File: src/rts_consts.svh
// Constants for the reset time-out sequencer
`ifndef RTS_CONSTS_SVH
`define RTS_CONSTS_SVH
`define RTS_CLK_PERIOD_NS 10
`define RTS_POWER_UP_TIMER_MS 72
`define RTS_PLL_MS 2
`define RTS_POR_DELAY_NS 1000
`define RTS_BOR_QUAL_NS 200
`define RTS_OST_CYCLES 1024
`define RTS_A_RESET_CAUSE_STATUS 2'h0
`define RTS_A_CFG 2'h1
`define RTS_A_STAT 2'h2
`define RTS_B_IRQ_PRIORITY_EN 7
`define RTS_B_RI 4
`define RTS_B_TO 3
`define RTS_B_PD 2
`define RTS_B_POR 1
`define RTS_B_BOR 0
`define RTS_RESET_CAUSE_STATUS_MASK 8'h9f
`define RTS_RESET_CAUSE_STATUS_RST 8'h1c
`define RTS_CFG_RST 4'h1
`define RTS_C_BROWNOUT_RESET_EN 0
`define RTS_C_PWRTDIS 1
`define RTS_C_MODE_HI 3
`define RTS_C_MODE_LO 2
`define RTS_VEC_RESET 21'h00_0000
`define RTS_VEC_HIGH 21'h00_0008
`define RTS_VEC_LOW 21'h00_0018
`define RTS_PC_STEP 21'h00_0002
`endif

File: src/rts_pkg.sv
// Types shared by the reset time-out sequencer
package rts_pkg;
  typedef enum logic [1:0] {OSC_RC, OSC_EC, OSC_XTAL, OSC_PLL} rts_osc_t;
  typedef enum logic [3:0] {
    ST_START, ST_POR_DELAY, ST_BOR_HOLD, ST_POWER_UP_TIMER, ST_OST, ST_PLL,
    ST_RELEASE, ST_RUN, ST_SLEEP
  } rts_state_t;
endpackage : rts_pkg

File: src/rts_timer_if.sv
// Load and done handshake between sequencer and delay timer
`timescale 1ns/1ps
interface rts_timer_if #(parameter int TW = 24);
  logic load;
  logic [TW-1:0] loadVal;
  logic tick;
  logic done;
  modport ctrl (output load, output loadVal, output tick, input done);
  modport timer (input load, input loadVal, input tick, output done);
endinterface : rts_timer_if

File: src/rts_timer.sv
// Shared down-counter for all reset delays
`timescale 1ns/1ps
module rts_timer #(
  parameter int TW = 24
) (
  input wire logic clk,
  input wire logic rst,
  rts_timer_if.timer tmr
);
  logic [TW-1:0] cntReg;
  logic [TW-1:0] cntNext;

  // Load wins over counting so a restarted delay always runs in full
  assign cntNext = tmr.load ? tmr.loadVal :
                   (tmr.tick && cntReg != '0) ? cntReg - TW'(1) : cntReg;
  assign tmr.done = (cntReg == '0);

  always_ff @(posedge clk or posedge rst) begin
    if (rst) begin
      cntReg <= '0;
    end else begin
      cntReg <= cntNext;
    end
  end
endmodule : rts_timer

File: src/rts_reset_sequencer.sv
// Reset time-out sequencer with reset-cause status register
// Overview of operation
// - With PLL mode, add a 2 ms lock delay after oscillator start-up.
// - Brown-out enable bit clear disables brown-out reset; set enables.
// - Outside the power-up timer, brown-out resets only if low supply lasts beyond qualification.
// - Hold reset while supply low, then run power-up timer.
// - Supply dip during power-up timer returns to hold and restarts it.
// - Power-up order: power-on delay, power-up timer, oscillator count.
// - RC mode with power-up timer disabled has no time-out.
// - Delays run from power-on even with master clear held low.
// - PLL crystal totals timer plus 1024 periods plus 2 ms.
// - Power-up timer is 72 ms, only on power-up or brown-out.
// - Status: bit 7 priority enable, 6:5 unused, 4:0 cause flags.
// - Power-on and brown-out set their documented flag patterns.
// - Resets restart at zero; master clear clears priority enable.
// - Software reset clears its flag and priority enable.
// - Stack fault sets power-on, brown-out and its own stack flag.
// - Time-out and power-down flags encode sleep and watchdog causes.
// - Wake-up resumes at next instruction or an interrupt vector.
// - Oscillator start-up counts 1024 oscillator input cycles.
// - Oscillator count only in crystal modes.
`timescale 1ns/1ps
`include "rts_consts.svh"
module rts_reset_sequencer #(
  parameter int TW = 24,
  parameter int QW = 8,
  parameter int POWER_UP_TIMER_CYCLES = `RTS_POWER_UP_TIMER_MS * 1000000 / `RTS_CLK_PERIOD_NS,
  parameter int PLL_CYCLES = `RTS_PLL_MS * 1000000 / `RTS_CLK_PERIOD_NS,
  parameter int POR_DELAY_CYCLES =
    (`RTS_POR_DELAY_NS + `RTS_CLK_PERIOD_NS - 1) / `RTS_CLK_PERIOD_NS,
  parameter int BOR_QUAL_CYCLES =
    (`RTS_BOR_QUAL_NS + `RTS_CLK_PERIOD_NS - 1) / `RTS_CLK_PERIOD_NS,
  parameter int OST_COUNT = `RTS_OST_CYCLES
) (
  input wire logic clk,
  input wire logic rst,
  input wire logic masterClearN,
  input wire logic brownoutDetect,
  input wire logic oscInputPin,
  input wire logic wdtTimeout,
  input wire logic swResetReq,
  input wire logic stackOverflowReq,
  input wire logic stackUnderflowReq,
  input wire logic sleepReq,
  input wire logic irqWake,
  input wire logic irqIsHigh,
  input wire logic highPrioGlobalIrqEn,
  input wire logic lowPrioGlobalIrqEn,
  input wire logic [20:0] pcIn,
  input wire logic [1:0] regAddr,
  input wire logic [7:0] regWdata,
  input wire logic regWr,
  input wire logic regRd,
  output logic [7:0] regRdata,
  output logic deviceReset,
  output logic coreHold,
  output logic restartValid,
  output logic [20:0] restartAddr,
  output logic irqPriorityEn
);
  if (POWER_UP_TIMER_CYCLES >= 2 ** TW || PLL_CYCLES >= 2 ** TW ||
      POR_DELAY_CYCLES >= 2 ** TW || OST_COUNT >= 2 ** TW) begin : g_chk_t
    $error("Timer width too small for a delay count");
  end
  if (BOR_QUAL_CYCLES < 1 || BOR_QUAL_CYCLES >= 2 ** QW) begin : g_chk_q
    $error("Brown-out qualification count out of range");
  end

  localparam logic [TW-1:0] PwrtLoad = TW'(POWER_UP_TIMER_CYCLES);
  localparam logic [TW-1:0] PllLoad = TW'(PLL_CYCLES);
  localparam logic [TW-1:0] PorLoad = TW'(POR_DELAY_CYCLES);
  localparam logic [TW-1:0] OstLoad = TW'(OST_COUNT);
  localparam logic [QW-1:0] QualMax = QW'(BOR_QUAL_CYCLES);

  // Pin synchronisers; only the second stage is ever read
  logic [2:0] pinsAsync;
  logic [2:0] pinsSync;
  assign pinsAsync = {oscInputPin, brownoutDetect, masterClearN};
  for (genvar i = 0; i < 3; i++) begin : g_sync
    logic s1Reg;
    logic s2Reg;
    always_ff @(posedge clk or posedge rst) begin
      if (rst) begin
        s1Reg <= 1'b0;
        s2Reg <= 1'b0;
      end else begin
        s1Reg <= pinsAsync[i];
        s2Reg <= s1Reg;
      end
    end
    assign pinsSync[i] = s2Reg;
  end

  logic mclrHigh;
  logic borBelow;
  logic oscLvl;
  logic oscPrevReg;
  logic oscRise;
  assign mclrHigh = pinsSync[0];
  assign borBelow = pinsSync[1];
  assign oscLvl = pinsSync[2];
  assign oscRise = oscLvl & ~oscPrevReg;

  rts_pkg::rts_state_t stateReg;
  rts_pkg::rts_state_t stateNext;
  logic [7:0] rconReg;
  logic [7:0] rconNext;
  logic [3:0] cfgReg;
  logic [1:0] stkReg;
  logic [1:0] stkNext;
  logic [QW-1:0] qualReg;
  logic [20:0] pendReg;
  logic [20:0] pendNext;
  logic wakeReg;
  logic wakeNext;
  logic [7:0] rdMux;
  logic [7:0] statView;

  // Register decode
  logic rconWr;
  logic cfgWr;
  logic statWr;
  assign rconWr = regWr && regAddr == `RTS_A_RESET_CAUSE_STATUS;
  assign cfgWr = regWr && regAddr == `RTS_A_CFG;
  assign statWr = regWr && regAddr == `RTS_A_STAT;

  // Configuration fields
  logic brownout_reset_en;
  logic pwrtOn;
  rts_pkg::rts_osc_t oscMode;
  assign brownout_reset_en = cfgReg[`RTS_C_BROWNOUT_RESET_EN];
  assign pwrtOn = ~cfgReg[`RTS_C_PWRTDIS];
  assign oscMode =
    rts_pkg::rts_osc_t'(cfgReg[`RTS_C_MODE_HI:`RTS_C_MODE_LO]);

  // Crystal modes need the start-up count; RC and EC go straight on
  function automatic rts_pkg::rts_state_t afterPwrt(
    input rts_pkg::rts_osc_t m
  );
    if (m == rts_pkg::OSC_XTAL || m == rts_pkg::OSC_PLL) begin
      afterPwrt = rts_pkg::ST_OST;
    end else begin
      afterPwrt = rts_pkg::ST_RELEASE;
    end
  endfunction : afterPwrt

  function automatic logic [TW-1:0] loadFor(input rts_pkg::rts_state_t s);
    case (s)
      rts_pkg::ST_POR_DELAY: loadFor = PorLoad;
      rts_pkg::ST_POWER_UP_TIMER: loadFor = PwrtLoad;
      rts_pkg::ST_OST: loadFor = OstLoad;
      rts_pkg::ST_PLL: loadFor = PllLoad;
      default: loadFor = '0;
    endcase
  endfunction : loadFor

  // Events
  logic inRun;
  logic inSleep;
  logic borLow;
  logic borQualified;
  logic evBor;
  logic [20:0] wakeAddr;
  assign inRun = stateReg == rts_pkg::ST_RUN;
  assign inSleep = stateReg == rts_pkg::ST_SLEEP;
  assign borLow = brownout_reset_en && borBelow;
  // Needs more than the qualification count of low cycles
  assign borQualified = borLow && qualReg == QualMax;
  // Inside the power-up timer any dip counts, unqualified
  assign evBor = stateReg != rts_pkg::ST_BOR_HOLD &&
                 (borQualified ||
                  (borLow && stateReg == rts_pkg::ST_POWER_UP_TIMER));
  assign wakeAddr =
    (irqWake && irqIsHigh && highPrioGlobalIrqEn) ? `RTS_VEC_HIGH :
    (irqWake && !irqIsHigh && lowPrioGlobalIrqEn) ? `RTS_VEC_LOW :
    pcIn + `RTS_PC_STEP;

  // Timer
  rts_timer_if #(.TW(TW)) tmrBus();
  assign tmrBus.load = stateNext != stateReg;
  assign tmrBus.loadVal = loadFor(stateNext);
  assign tmrBus.tick = stateReg == rts_pkg::ST_OST ? oscRise : 1'b1;

  rts_timer #(.TW(TW)) u_timer (
    .clk(clk),
    .rst(rst),
    .tmr(tmrBus)
  );

  always_comb begin
    stateNext = stateReg;
    pendNext = pendReg;
    wakeNext = wakeReg;
    // Software writes first; hardware events below override them
    rconNext = rconWr ? (regWdata & `RTS_RESET_CAUSE_STATUS_MASK) : rconReg;
    stkNext = statWr ? regWdata[1:0] : stkReg;
    if (evBor) begin
      stateNext = rts_pkg::ST_BOR_HOLD;
      pendNext = `RTS_VEC_RESET;
      wakeNext = 1'b0;
      rconNext[`RTS_B_IRQ_PRIORITY_EN] = 1'b0;
      rconNext[`RTS_B_RI] = 1'b1;
      rconNext[`RTS_B_TO] = 1'b1;
      rconNext[`RTS_B_PD] = 1'b1;
      rconNext[`RTS_B_BOR] = 1'b0;
    end else begin
      case (stateReg)
        rts_pkg::ST_START: begin
          stateNext = rts_pkg::ST_POR_DELAY;
        end
        rts_pkg::ST_POR_DELAY: begin
          if (tmrBus.done) begin
            stateNext = pwrtOn ? rts_pkg::ST_POWER_UP_TIMER : afterPwrt(oscMode);
          end
        end
        rts_pkg::ST_BOR_HOLD: begin
          if (!borLow) begin
            stateNext = pwrtOn ? rts_pkg::ST_POWER_UP_TIMER : afterPwrt(oscMode);
          end
        end
        rts_pkg::ST_POWER_UP_TIMER: begin
          if (tmrBus.done) begin
            stateNext = afterPwrt(oscMode);
          end
        end
        rts_pkg::ST_OST: begin
          if (tmrBus.done) begin
            stateNext = oscMode == rts_pkg::OSC_PLL ?
                        rts_pkg::ST_PLL : rts_pkg::ST_RELEASE;
          end
        end
        rts_pkg::ST_PLL: begin
          if (tmrBus.done) begin
            stateNext = rts_pkg::ST_RELEASE;
          end
        end
        rts_pkg::ST_RELEASE: begin
          // Delays already ran; the pin alone now gates start
          if (mclrHigh) begin
            stateNext = rts_pkg::ST_RUN;
          end
        end
        rts_pkg::ST_RUN: begin
          if (!mclrHigh) begin
            stateNext = rts_pkg::ST_RELEASE;
            pendNext = `RTS_VEC_RESET;
            rconNext[`RTS_B_IRQ_PRIORITY_EN] = 1'b0;
          end else if (stackOverflowReq || stackUnderflowReq) begin
            stateNext = rts_pkg::ST_RELEASE;
            pendNext = `RTS_VEC_RESET;
            rconNext[`RTS_B_IRQ_PRIORITY_EN] = 1'b0;
            rconNext[`RTS_B_POR] = 1'b1;
            rconNext[`RTS_B_BOR] = 1'b1;
            stkNext = stkNext | {stackUnderflowReq, stackOverflowReq};
          end else if (wdtTimeout) begin
            stateNext = rts_pkg::ST_RELEASE;
            pendNext = `RTS_VEC_RESET;
            rconNext[`RTS_B_IRQ_PRIORITY_EN] = 1'b0;
            rconNext[`RTS_B_TO] = 1'b0;
            rconNext[`RTS_B_PD] = 1'b1;
          end else if (swResetReq) begin
            stateNext = rts_pkg::ST_RELEASE;
            pendNext = `RTS_VEC_RESET;
            rconNext[`RTS_B_IRQ_PRIORITY_EN] = 1'b0;
            rconNext[`RTS_B_RI] = 1'b0;
          end else if (sleepReq) begin
            stateNext = rts_pkg::ST_SLEEP;
          end
        end
        rts_pkg::ST_SLEEP: begin
          if (!mclrHigh) begin
            stateNext = rts_pkg::ST_RELEASE;
            pendNext = `RTS_VEC_RESET;
            rconNext[`RTS_B_IRQ_PRIORITY_EN] = 1'b0;
            rconNext[`RTS_B_TO] = 1'b1;
            rconNext[`RTS_B_PD] = 1'b0;
          end else if (wdtTimeout || irqWake) begin
            // Wake skips the power-up timer, never resets the core
            stateNext = afterPwrt(oscMode);
            pendNext = wdtTimeout ? pcIn + `RTS_PC_STEP : wakeAddr;
            wakeNext = 1'b1;
            rconNext[`RTS_B_TO] = ~wdtTimeout;
            rconNext[`RTS_B_PD] = 1'b0;
          end
        end
        default: begin
          stateNext = rts_pkg::ST_START;
        end
      endcase
      if (stateNext == rts_pkg::ST_RUN) begin
        wakeNext = 1'b0;
      end
      if (stateReg == rts_pkg::ST_RUN && stateNext == rts_pkg::ST_RELEASE) begin
        wakeNext = 1'b0;
      end
    end
  end

  // Read path
  assign statView = {4'h0, borBelow, deviceReset, stkReg};
  assign rdMux = regAddr == `RTS_A_RESET_CAUSE_STATUS ? rconReg :
                 regAddr == `RTS_A_CFG ? {4'h0, cfgReg} :
                 regAddr == `RTS_A_STAT ? statView : 8'h00;

  logic runNext;
  assign runNext = stateNext == rts_pkg::ST_RUN ||
                   stateNext == rts_pkg::ST_SLEEP;

  always_ff @(posedge clk or posedge rst) begin
    if (rst) begin
      stateReg <= rts_pkg::ST_START;
      rconReg <= `RTS_RESET_CAUSE_STATUS_RST;
      cfgReg <= `RTS_CFG_RST;
      stkReg <= 2'h0;
      pendReg <= `RTS_VEC_RESET;
      wakeReg <= 1'b0;
      oscPrevReg <= 1'b0;
    end else begin
      stateReg <= stateNext;
      rconReg <= rconNext;
      cfgReg <= cfgWr ? regWdata[3:0] : cfgReg;
      stkReg <= stkNext;
      pendReg <= pendNext;
      wakeReg <= wakeNext;
      oscPrevReg <= oscLvl;
    end
  end

  always_ff @(posedge clk or posedge rst) begin
    if (rst) begin
      qualReg <= '0;
    end else if (!borLow) begin
      qualReg <= '0;
    end else if (qualReg != QualMax) begin
      qualReg <= qualReg + QW'(1);
    end
  end

  always_ff @(posedge clk or posedge rst) begin
    if (rst) begin
      regRdata <= 8'h00;
      deviceReset <= 1'b1;
      coreHold <= 1'b0;
      restartValid <= 1'b0;
      restartAddr <= `RTS_VEC_RESET;
    end else begin
      regRdata <= regRd ? rdMux : 8'h00;
      deviceReset <= !runNext && !wakeNext;
      coreHold <= !runNext && wakeNext;
      restartValid <= stateReg == rts_pkg::ST_RELEASE &&
                      stateNext == rts_pkg::ST_RUN;
      restartAddr <= stateNext == rts_pkg::ST_RUN &&
                     stateReg == rts_pkg::ST_RELEASE ?
                     pendReg : restartAddr;
    end
  end

  assign irqPriorityEn = rconReg[`RTS_B_IRQ_PRIORITY_EN];
endmodule : rts_reset_sequencer

File: config.mk
export PLATFORM = sky130hd
export DESIGN_NAME = rts_reset_sequencer
export DESIGN_NICKNAME = d
export VERILOG_FILES = /design/src/rts_pkg.sv /design/src/rts_timer_if.sv /design/src/rts_timer.sv /design/src/rts_reset_sequencer.sv
export VERILOG_INCLUDE_DIRS = /design/src
export SDC_FILE = /design/constraint.sdc
export NUM_CORES = 1
export LEC_CHECK = 0
export CELL_PAD_IN_SITES_DETAIL_PLACEMENT = 1
export CELL_PAD_IN_SITES_GLOBAL_PLACEMENT = 1
export CORE_MARGIN = 3
export CORE_UTILIZATION = 30
export DETAILED_ROUTE_END_ITERATION = 10
export DONT_BUFFER_PORTS = 1
export GPL_TIMING_DRIVEN = 0
export PLACE_DENSITY = 0.62
export REMOVE_ABC_BUFFERS = 1
export SLEW_MARGIN = 20
export SYNTH_ARGS = -nofsm -noshare
export SYNTH_HDL_FRONTEND = slang
export SYNTH_SLANG_ARGS = --single-unit
File: constraint.sdc
create_clock -name clk -period 7.55 [get_ports clk]
set_clock_uncertainty 0.05 [all_clocks]
set_input_delay 0 -clock clk [delete_from_list [all_inputs] [get_ports clk]]
set_output_delay 0 -clock clk [all_outputs]
set_load 0.01 [all_outputs]
==> results of run 1 <==
synthesized netlist by cell type (all sizes together) (3+ instances only):
master and count:
a21oi 30, and2 10, dfrtp 102, mux2 26, mux2i 9, or3 5, nor3 9, o22ai 5
a221o 3, o21ai 42, nand3 22, xnor2 12, ha 5, inv 15, nor3b 4, xor2 21
nor2b 9, or4 6, clkbuf 17, o211ai 3, nand2 54, nor2 44, a211oi 9, a31oi 6
buf 10, and3 14, dfstp 5, nand4 8, nand2b 5, nor4 10
layout make-up:
| cell class | count | area (sq um) |
|---|---|---|
| multi-input combinational | 409 | 2730 |
| clock buffer | 9 | 225 |
| clock inverter | 6 | 96.3 |
| tap | 229 | 287 |
| timing repair buffer | 56 | 581 |
| inverter | 15 | 61.3 |
| fill | 2053 | 11500 |
| sequential | 107 | 2680 |
where the power goes:
| part | switching (mW) | internal (mW) | leakage [nW] |
|---|---|---|---|
| registers | 0.103 | 0.658 | 1.41 |
| clock network | 0.226 | 0.295 | 0.160 |
| logic | 0.409 | 0.284 | 1.27 |
kinds of logic (layout without fill, tap and decap cells):
logic type	after synthesis	after routing	share of synthesized area (%)
flip-flops	107	107	47.8
buffers and inverters	42	86	3.97
XOR/XNOR	33	33	5.15
multiplexers	35	35	8.10
adder cells (fa/ha/maj)	5	5	1.12
other	1	2	0.0669
AO/OA/AOI/OAI	119	119	13.5
AND/OR/NAND/NOR	215	215	20.3
how the worst max path moves through the flow:
stage | to | slack, ps
4_1_cts | u_timer.cntReg[22] | 3600
3_3_place_gp | u_timer.cntReg[11] | 2850
2_1_floorplan | u_timer.cntReg[19] | 3680
5_1_grt | u_timer.cntReg[22] | 3400
3_5_place_dp | u_timer.cntReg[22] | 3670
6_report | u_timer.cntReg[22] | 3660
layer usage:
layer,GRT usage (%),share of wire (%),up-vias
li1,-,-,2068
met1,20.4,45,2240
met2,25.2,49,81
met3,4.86,5.2,8
met4,3.50,0.99,0
met5,0,0,-
worst max-delay path: stages, from the launching register on:
cell and delay (ps):
dfrtp_1 420, inv_1 110, ha_1 180, or3b_2 470, or4b_4 560, or4_4 520
a21oi_2 260, a221o_1 300, o31a_1 520, a21oi_1 90, a211oi_1 290
what timing repair did:
| action | in CTS | in global routing |
|---|---|---|
| endpoints found under the hold margin | 144 | 0 |
| hold buffers | 53 | 0 |
| resized for setup | 0 | 0 |
| setup endpoints to repair | 0 | 0 |
flip-flops by register name, indices dropped and copies added (netlist names), 3 cells and up:
signal and flops:
g_sync.s1Reg 3, u_timer.cntReg 24, qualReg 8, regRdata 6
stateReg 4, cfgReg 4, restartAddr 21, pendReg 21
rconReg 6
metrics by stage:
step / hold WS (ps) / total power, mW
final: 25.6 / 1.97
after global routing: 38.9 / 2.12
after detailed placement: -198 / 1.43
after floorplan: -18.6 / 1.21
after global placement: -18.5 / 1.37
after CTS: 18.6 / 2.00
==> flow_summary.toml, run 1 <==
[sta]
grt_setup_unrepaired = "no"
worst_slew_pin_slew_ps = 823
setup_tns_ps = 0
final-setup-viol-count = 0
post-route-min-period_ps = 3890
timing.fmax_ghz = 0.257
timing.final.crit_share_pct = 51.5
hold_viol_final = 0
fin_ws_ps = 3660
slew_headroom_pct = 45.1
slew_violations = 0

[cts]
clkTransAtPathRegs_ps = 80
numCtsBuffers = 9
postCtsSetupBuffers = 0
htree_levels = 3
cts_tree = "done"
root_buffer = "clkbuf_16"
cts_buffer_depth = 2
clock-sinks = 107
clock_latency_ps = 350

[placed_design]
dp_hpwl_mm = 10.4
pre_cts_ws_ps = 3670
place.gp.congestion = 0.830
dp_cells = 763
postPlaceCellArea_sq_mm = 0.00581
portBuffers = 0

[floorplanning]
die-area_sq_mm = 0.0204
core_sq_mm = 0.0181
dieWidth_microns = 143
start_util_pct = 30.9
fp-row-count = 49
num_io_pins = 80
die_h_microns = 143

[synth]
synth_edf_count = 0
synth_top_cell_by_area = "dfrtp_1"
synthTopCellsByArea = "dfrtp_1, mux2_4, o21ai_0, nand2_1, xor2_1"
synth_ff_type = "dfrtp_1"
ys_ff_latch = 107
yosysWarnings = 0
synth_top_area_share_pct = 45.5
ys_seq_area_share_pct = 47.8
synth_cells = 557
yosysUniqueCellTypes = 70
async_flop_share_pct = 100
avgSynthCellArea_sq_um = 10.1
syn_area_sq_mm = 0.00561

[detailed_routing]
postRouteAntennaNets = 0
drtPass1Iterations = 4
wl_mm = 15.1
drt-initial-drc-count = 226
wl_per_cell_microns = 18.2
via_count = 4397
viasPerCell = 5.29
remaining_drc_errors = 0

[power]
powerDensity_mw_per_mm2 = 296
p_leak_nw = 2.84
irDropWorstVdd_uv = 145

[global_route]
grt_usage_pct = 15.5
grt_first_pass_wirelength_mm = 25.5
grt_pass1_vias = 4772
antenna_found_initial = 0
grt_start_max_net_pins = 80
grt_overflow_total = 0

[worst_setup_path]
path_class = "reg2reg"
rr_worst_depth = 10
worstSetupEndpointType = "register"
critPathArrivalTime_ps = 4090
cp-start-kind = "register"
r2r-end = "u_timer.cntReg[22]"
cp-startpoint = "u_timer.cntReg[0]"
r2r-start = "u_timer.cntReg[0]"
reg2reg_slack_ps = 3660
critPathRequiredTime_ps = 7750
crit_fanout = 13

[layout]
fin_util_pct = 36.7
area_growth_pct = 18.8
num_antenna_cells = 0
layout_commonest_cell = "dfrtp_1"
instances_no_fill = 831
design_area_sq_mm = 0.00666
finalNetCount = 650
final_cell_mix = "dfrtp_1, nand2_1, dlygate4sd3_1"
final_layout_size_suffix_gt1_share_pct = 11.1

[min_path]
hp-start = "irqWake"
min_to = "rconReg[3]"
whs_path_depth = 3
worstHoldPathType = "in2reg"

[outcome]
outcome = "completed"

[job]
drv_cap = 0
Note: power is estimated with default switching activity, not from simulation.
==> run 2, diff against run 1 <==
clock period = 3.9 ns   (was 7.55 ns; I/O delays follow)
==> flow_summary.toml, run 2 (synthesis gave the netlist of run 1 again) <==
[global_route]
grt_usage_pct = 15.5
grt_first_pass_wirelength_mm = 25.5
grt_overflow_total = 0
grt_start_max_net_pins = 80
antenna_found_initial = 0
grt_pass1_vias = 4772

[worst_setup_path]
cp-startpoint = "u_timer.cntReg[0]"
reg2reg_slack_ps = 150
r2r-start = "u_timer.cntReg[0]"
rr_worst_depth = 10
crit_slowest_cell = "or4_4"
path_class = "reg2reg"
crit_fanout = 11
r2r-end = "restartAddr[15]"
cp-start-kind = "register"
crit_end = "restartAddr[15]"
critPathArrivalTime_ps = 3950
worstSetupEndpointType = "register"
critPathRequiredTime_ps = 4090
max_stage_delay_ps = 600
crit_chain = "inv_1, ha_1, or3b_2, or4b_4, or2_1, o211a_4, a21oi_2, nand2_1, or4_4, mux2_4"

[layout]
top_regs = "u_timer.cntReg: 24 flops, pendReg: 21 flops, restartAddr: 21 flops"
finalNetCount = 657
layout_commonest_cell = "dfrtp_1"
final_cell_mix = "dfrtp_1, nand2_1, dlygate4sd3_1"
top_register = "u_timer.cntReg"
num_antenna_cells = 0
largest_register_ffs = 24
area_growth_pct = 20.2
final_layout_size_suffix_gt1_share_pct = 12.8

[floorplanning]
die-area_sq_mm = 0.0204
dieWidth_microns = 143
die_h_microns = 143
fp-row-count = 49
num_io_pins = 80
core_sq_mm = 0.0181
start_util_pct = 30.9

[cts]
cts_tree = "done"
htree_levels = 3
clock_latency_ps = 350
numCtsBuffers = 9
clkTransAtPathRegs_ps = 80
clock-sinks = 107
cts_buffer_depth = 2
root_buffer = "clkbuf_16"

[sta]
slew_violations = 0
final-setup-viol-count = 0
grt_setup_unrepaired = "no"
holdWs_ps = 33.2
setup_tns_ps = 0
worst_slew_pin_slew_ps = 829
hold_viol_final = 0
timing.fmax_ghz = 0.266
post-route-min-period_ps = 3750
slew_headroom_pct = 44.7
timing.final.crit_share_pct = 96.3

[power]
powerDensity_mw_per_mm2 = 589
p_leak_nw = 2.87
power_mw = 3.97
irDropWorstVdd_uv = 292

[detailed_routing]
viasPerCell = 5.28
remaining_drc_errors = 0
drt-initial-drc-count = 229
wl_mm = 15.6
drtPass1Iterations = 4
postRouteAntennaNets = 0
wl_per_cell_microns = 18.6
via_count = 4425

[placed_design]
dp_hpwl_mm = 10.4
portBuffers = 0
place.gp.congestion = 0.830

[job]
drv_cap = 0

[outcome]
outcome = "completed"

[min_path]
worstHoldPathType = "in2reg"
hp-start = "irqWake"
==> run 2: power by group <==
group	internal (mW)	leakage, nW	switching, mW
clock network	0.570	0.160	0.439
logic	0.652	1.31	0.832
registers	1.27	1.40	0.205
==> run 2: stage by stage <==
stage | util (%) | instance area [sq um] | cells | setup slack, ps
2_1_floorplan | - | 5450 | 531 | 32.4
5_1_grt | 37.1 | 6740 | 838 | 8.47
3_5_place_dp | 32.0 | 5810 | 763 | 16.0
3_3_place_gp | 31.6 | 5730 | 760 | -802
4_1_cts | 36.7 | 6660 | 831 | 73.6
6_report | 37.1 | 6740 | 838 | 146
==> run 2: cell type report <==
type,instances,area (sq um)
Timing Repair Buffer,62,638
Clock buffer,9,225
Inverter,15,61.3
Sequential cell,107,2690
Multi-Input combinational cell,410,2750
Fill cell,2055,11400
Clock inverter,6,96.3
Tap cell,229,287
==> run 2: worst max-delay path, delay by kind of cell (launching register included) <==
kind | cells | cell delay [ps]
compound gates | 2 | 440
fa+ha+maj | 1 | 180
buf+inv | 1 | 110
flops | 1 | 420
mux | 1 | 350
simple gates | 5 | 2060
==> run 2: metal layers <==
layer	vias to the layer above	global-route usage, %	wire length (microns)
li1	2082	-	-
met1	2245	20.4	7000
met2	90	25.2	7610
met3	8	4.86	840
met4	0	3.50	151
met5	-	0	0
==> run 2: how the worst min path moves through the flow <==
| stage | end | depth (start not counted) |
|---|---|---|
| 3_5_place_dp | pendReg[18] | 1 |
| 5_1_grt | regRdata[2] | 3 |
| 6_report | rconReg[3] | 3 |
| 2_1_floorplan | g_sync[0].s1Reg | 0 |
| 3_3_place_gp | g_sync[0].s1Reg | 0 |
| 4_1_cts | rconReg[3] | 3 |
==> run 2: repair_timing <==
action                                  in CTS  in global routing
resized for setup                            1                  5
buffers inserted                             0                  6
endpoints found under the setup margin       1                 33
cloned                                       0                  1
hold buffers                                53                  0
pin swaps                                    0                  1
hold endpoints to repair                   144                  0
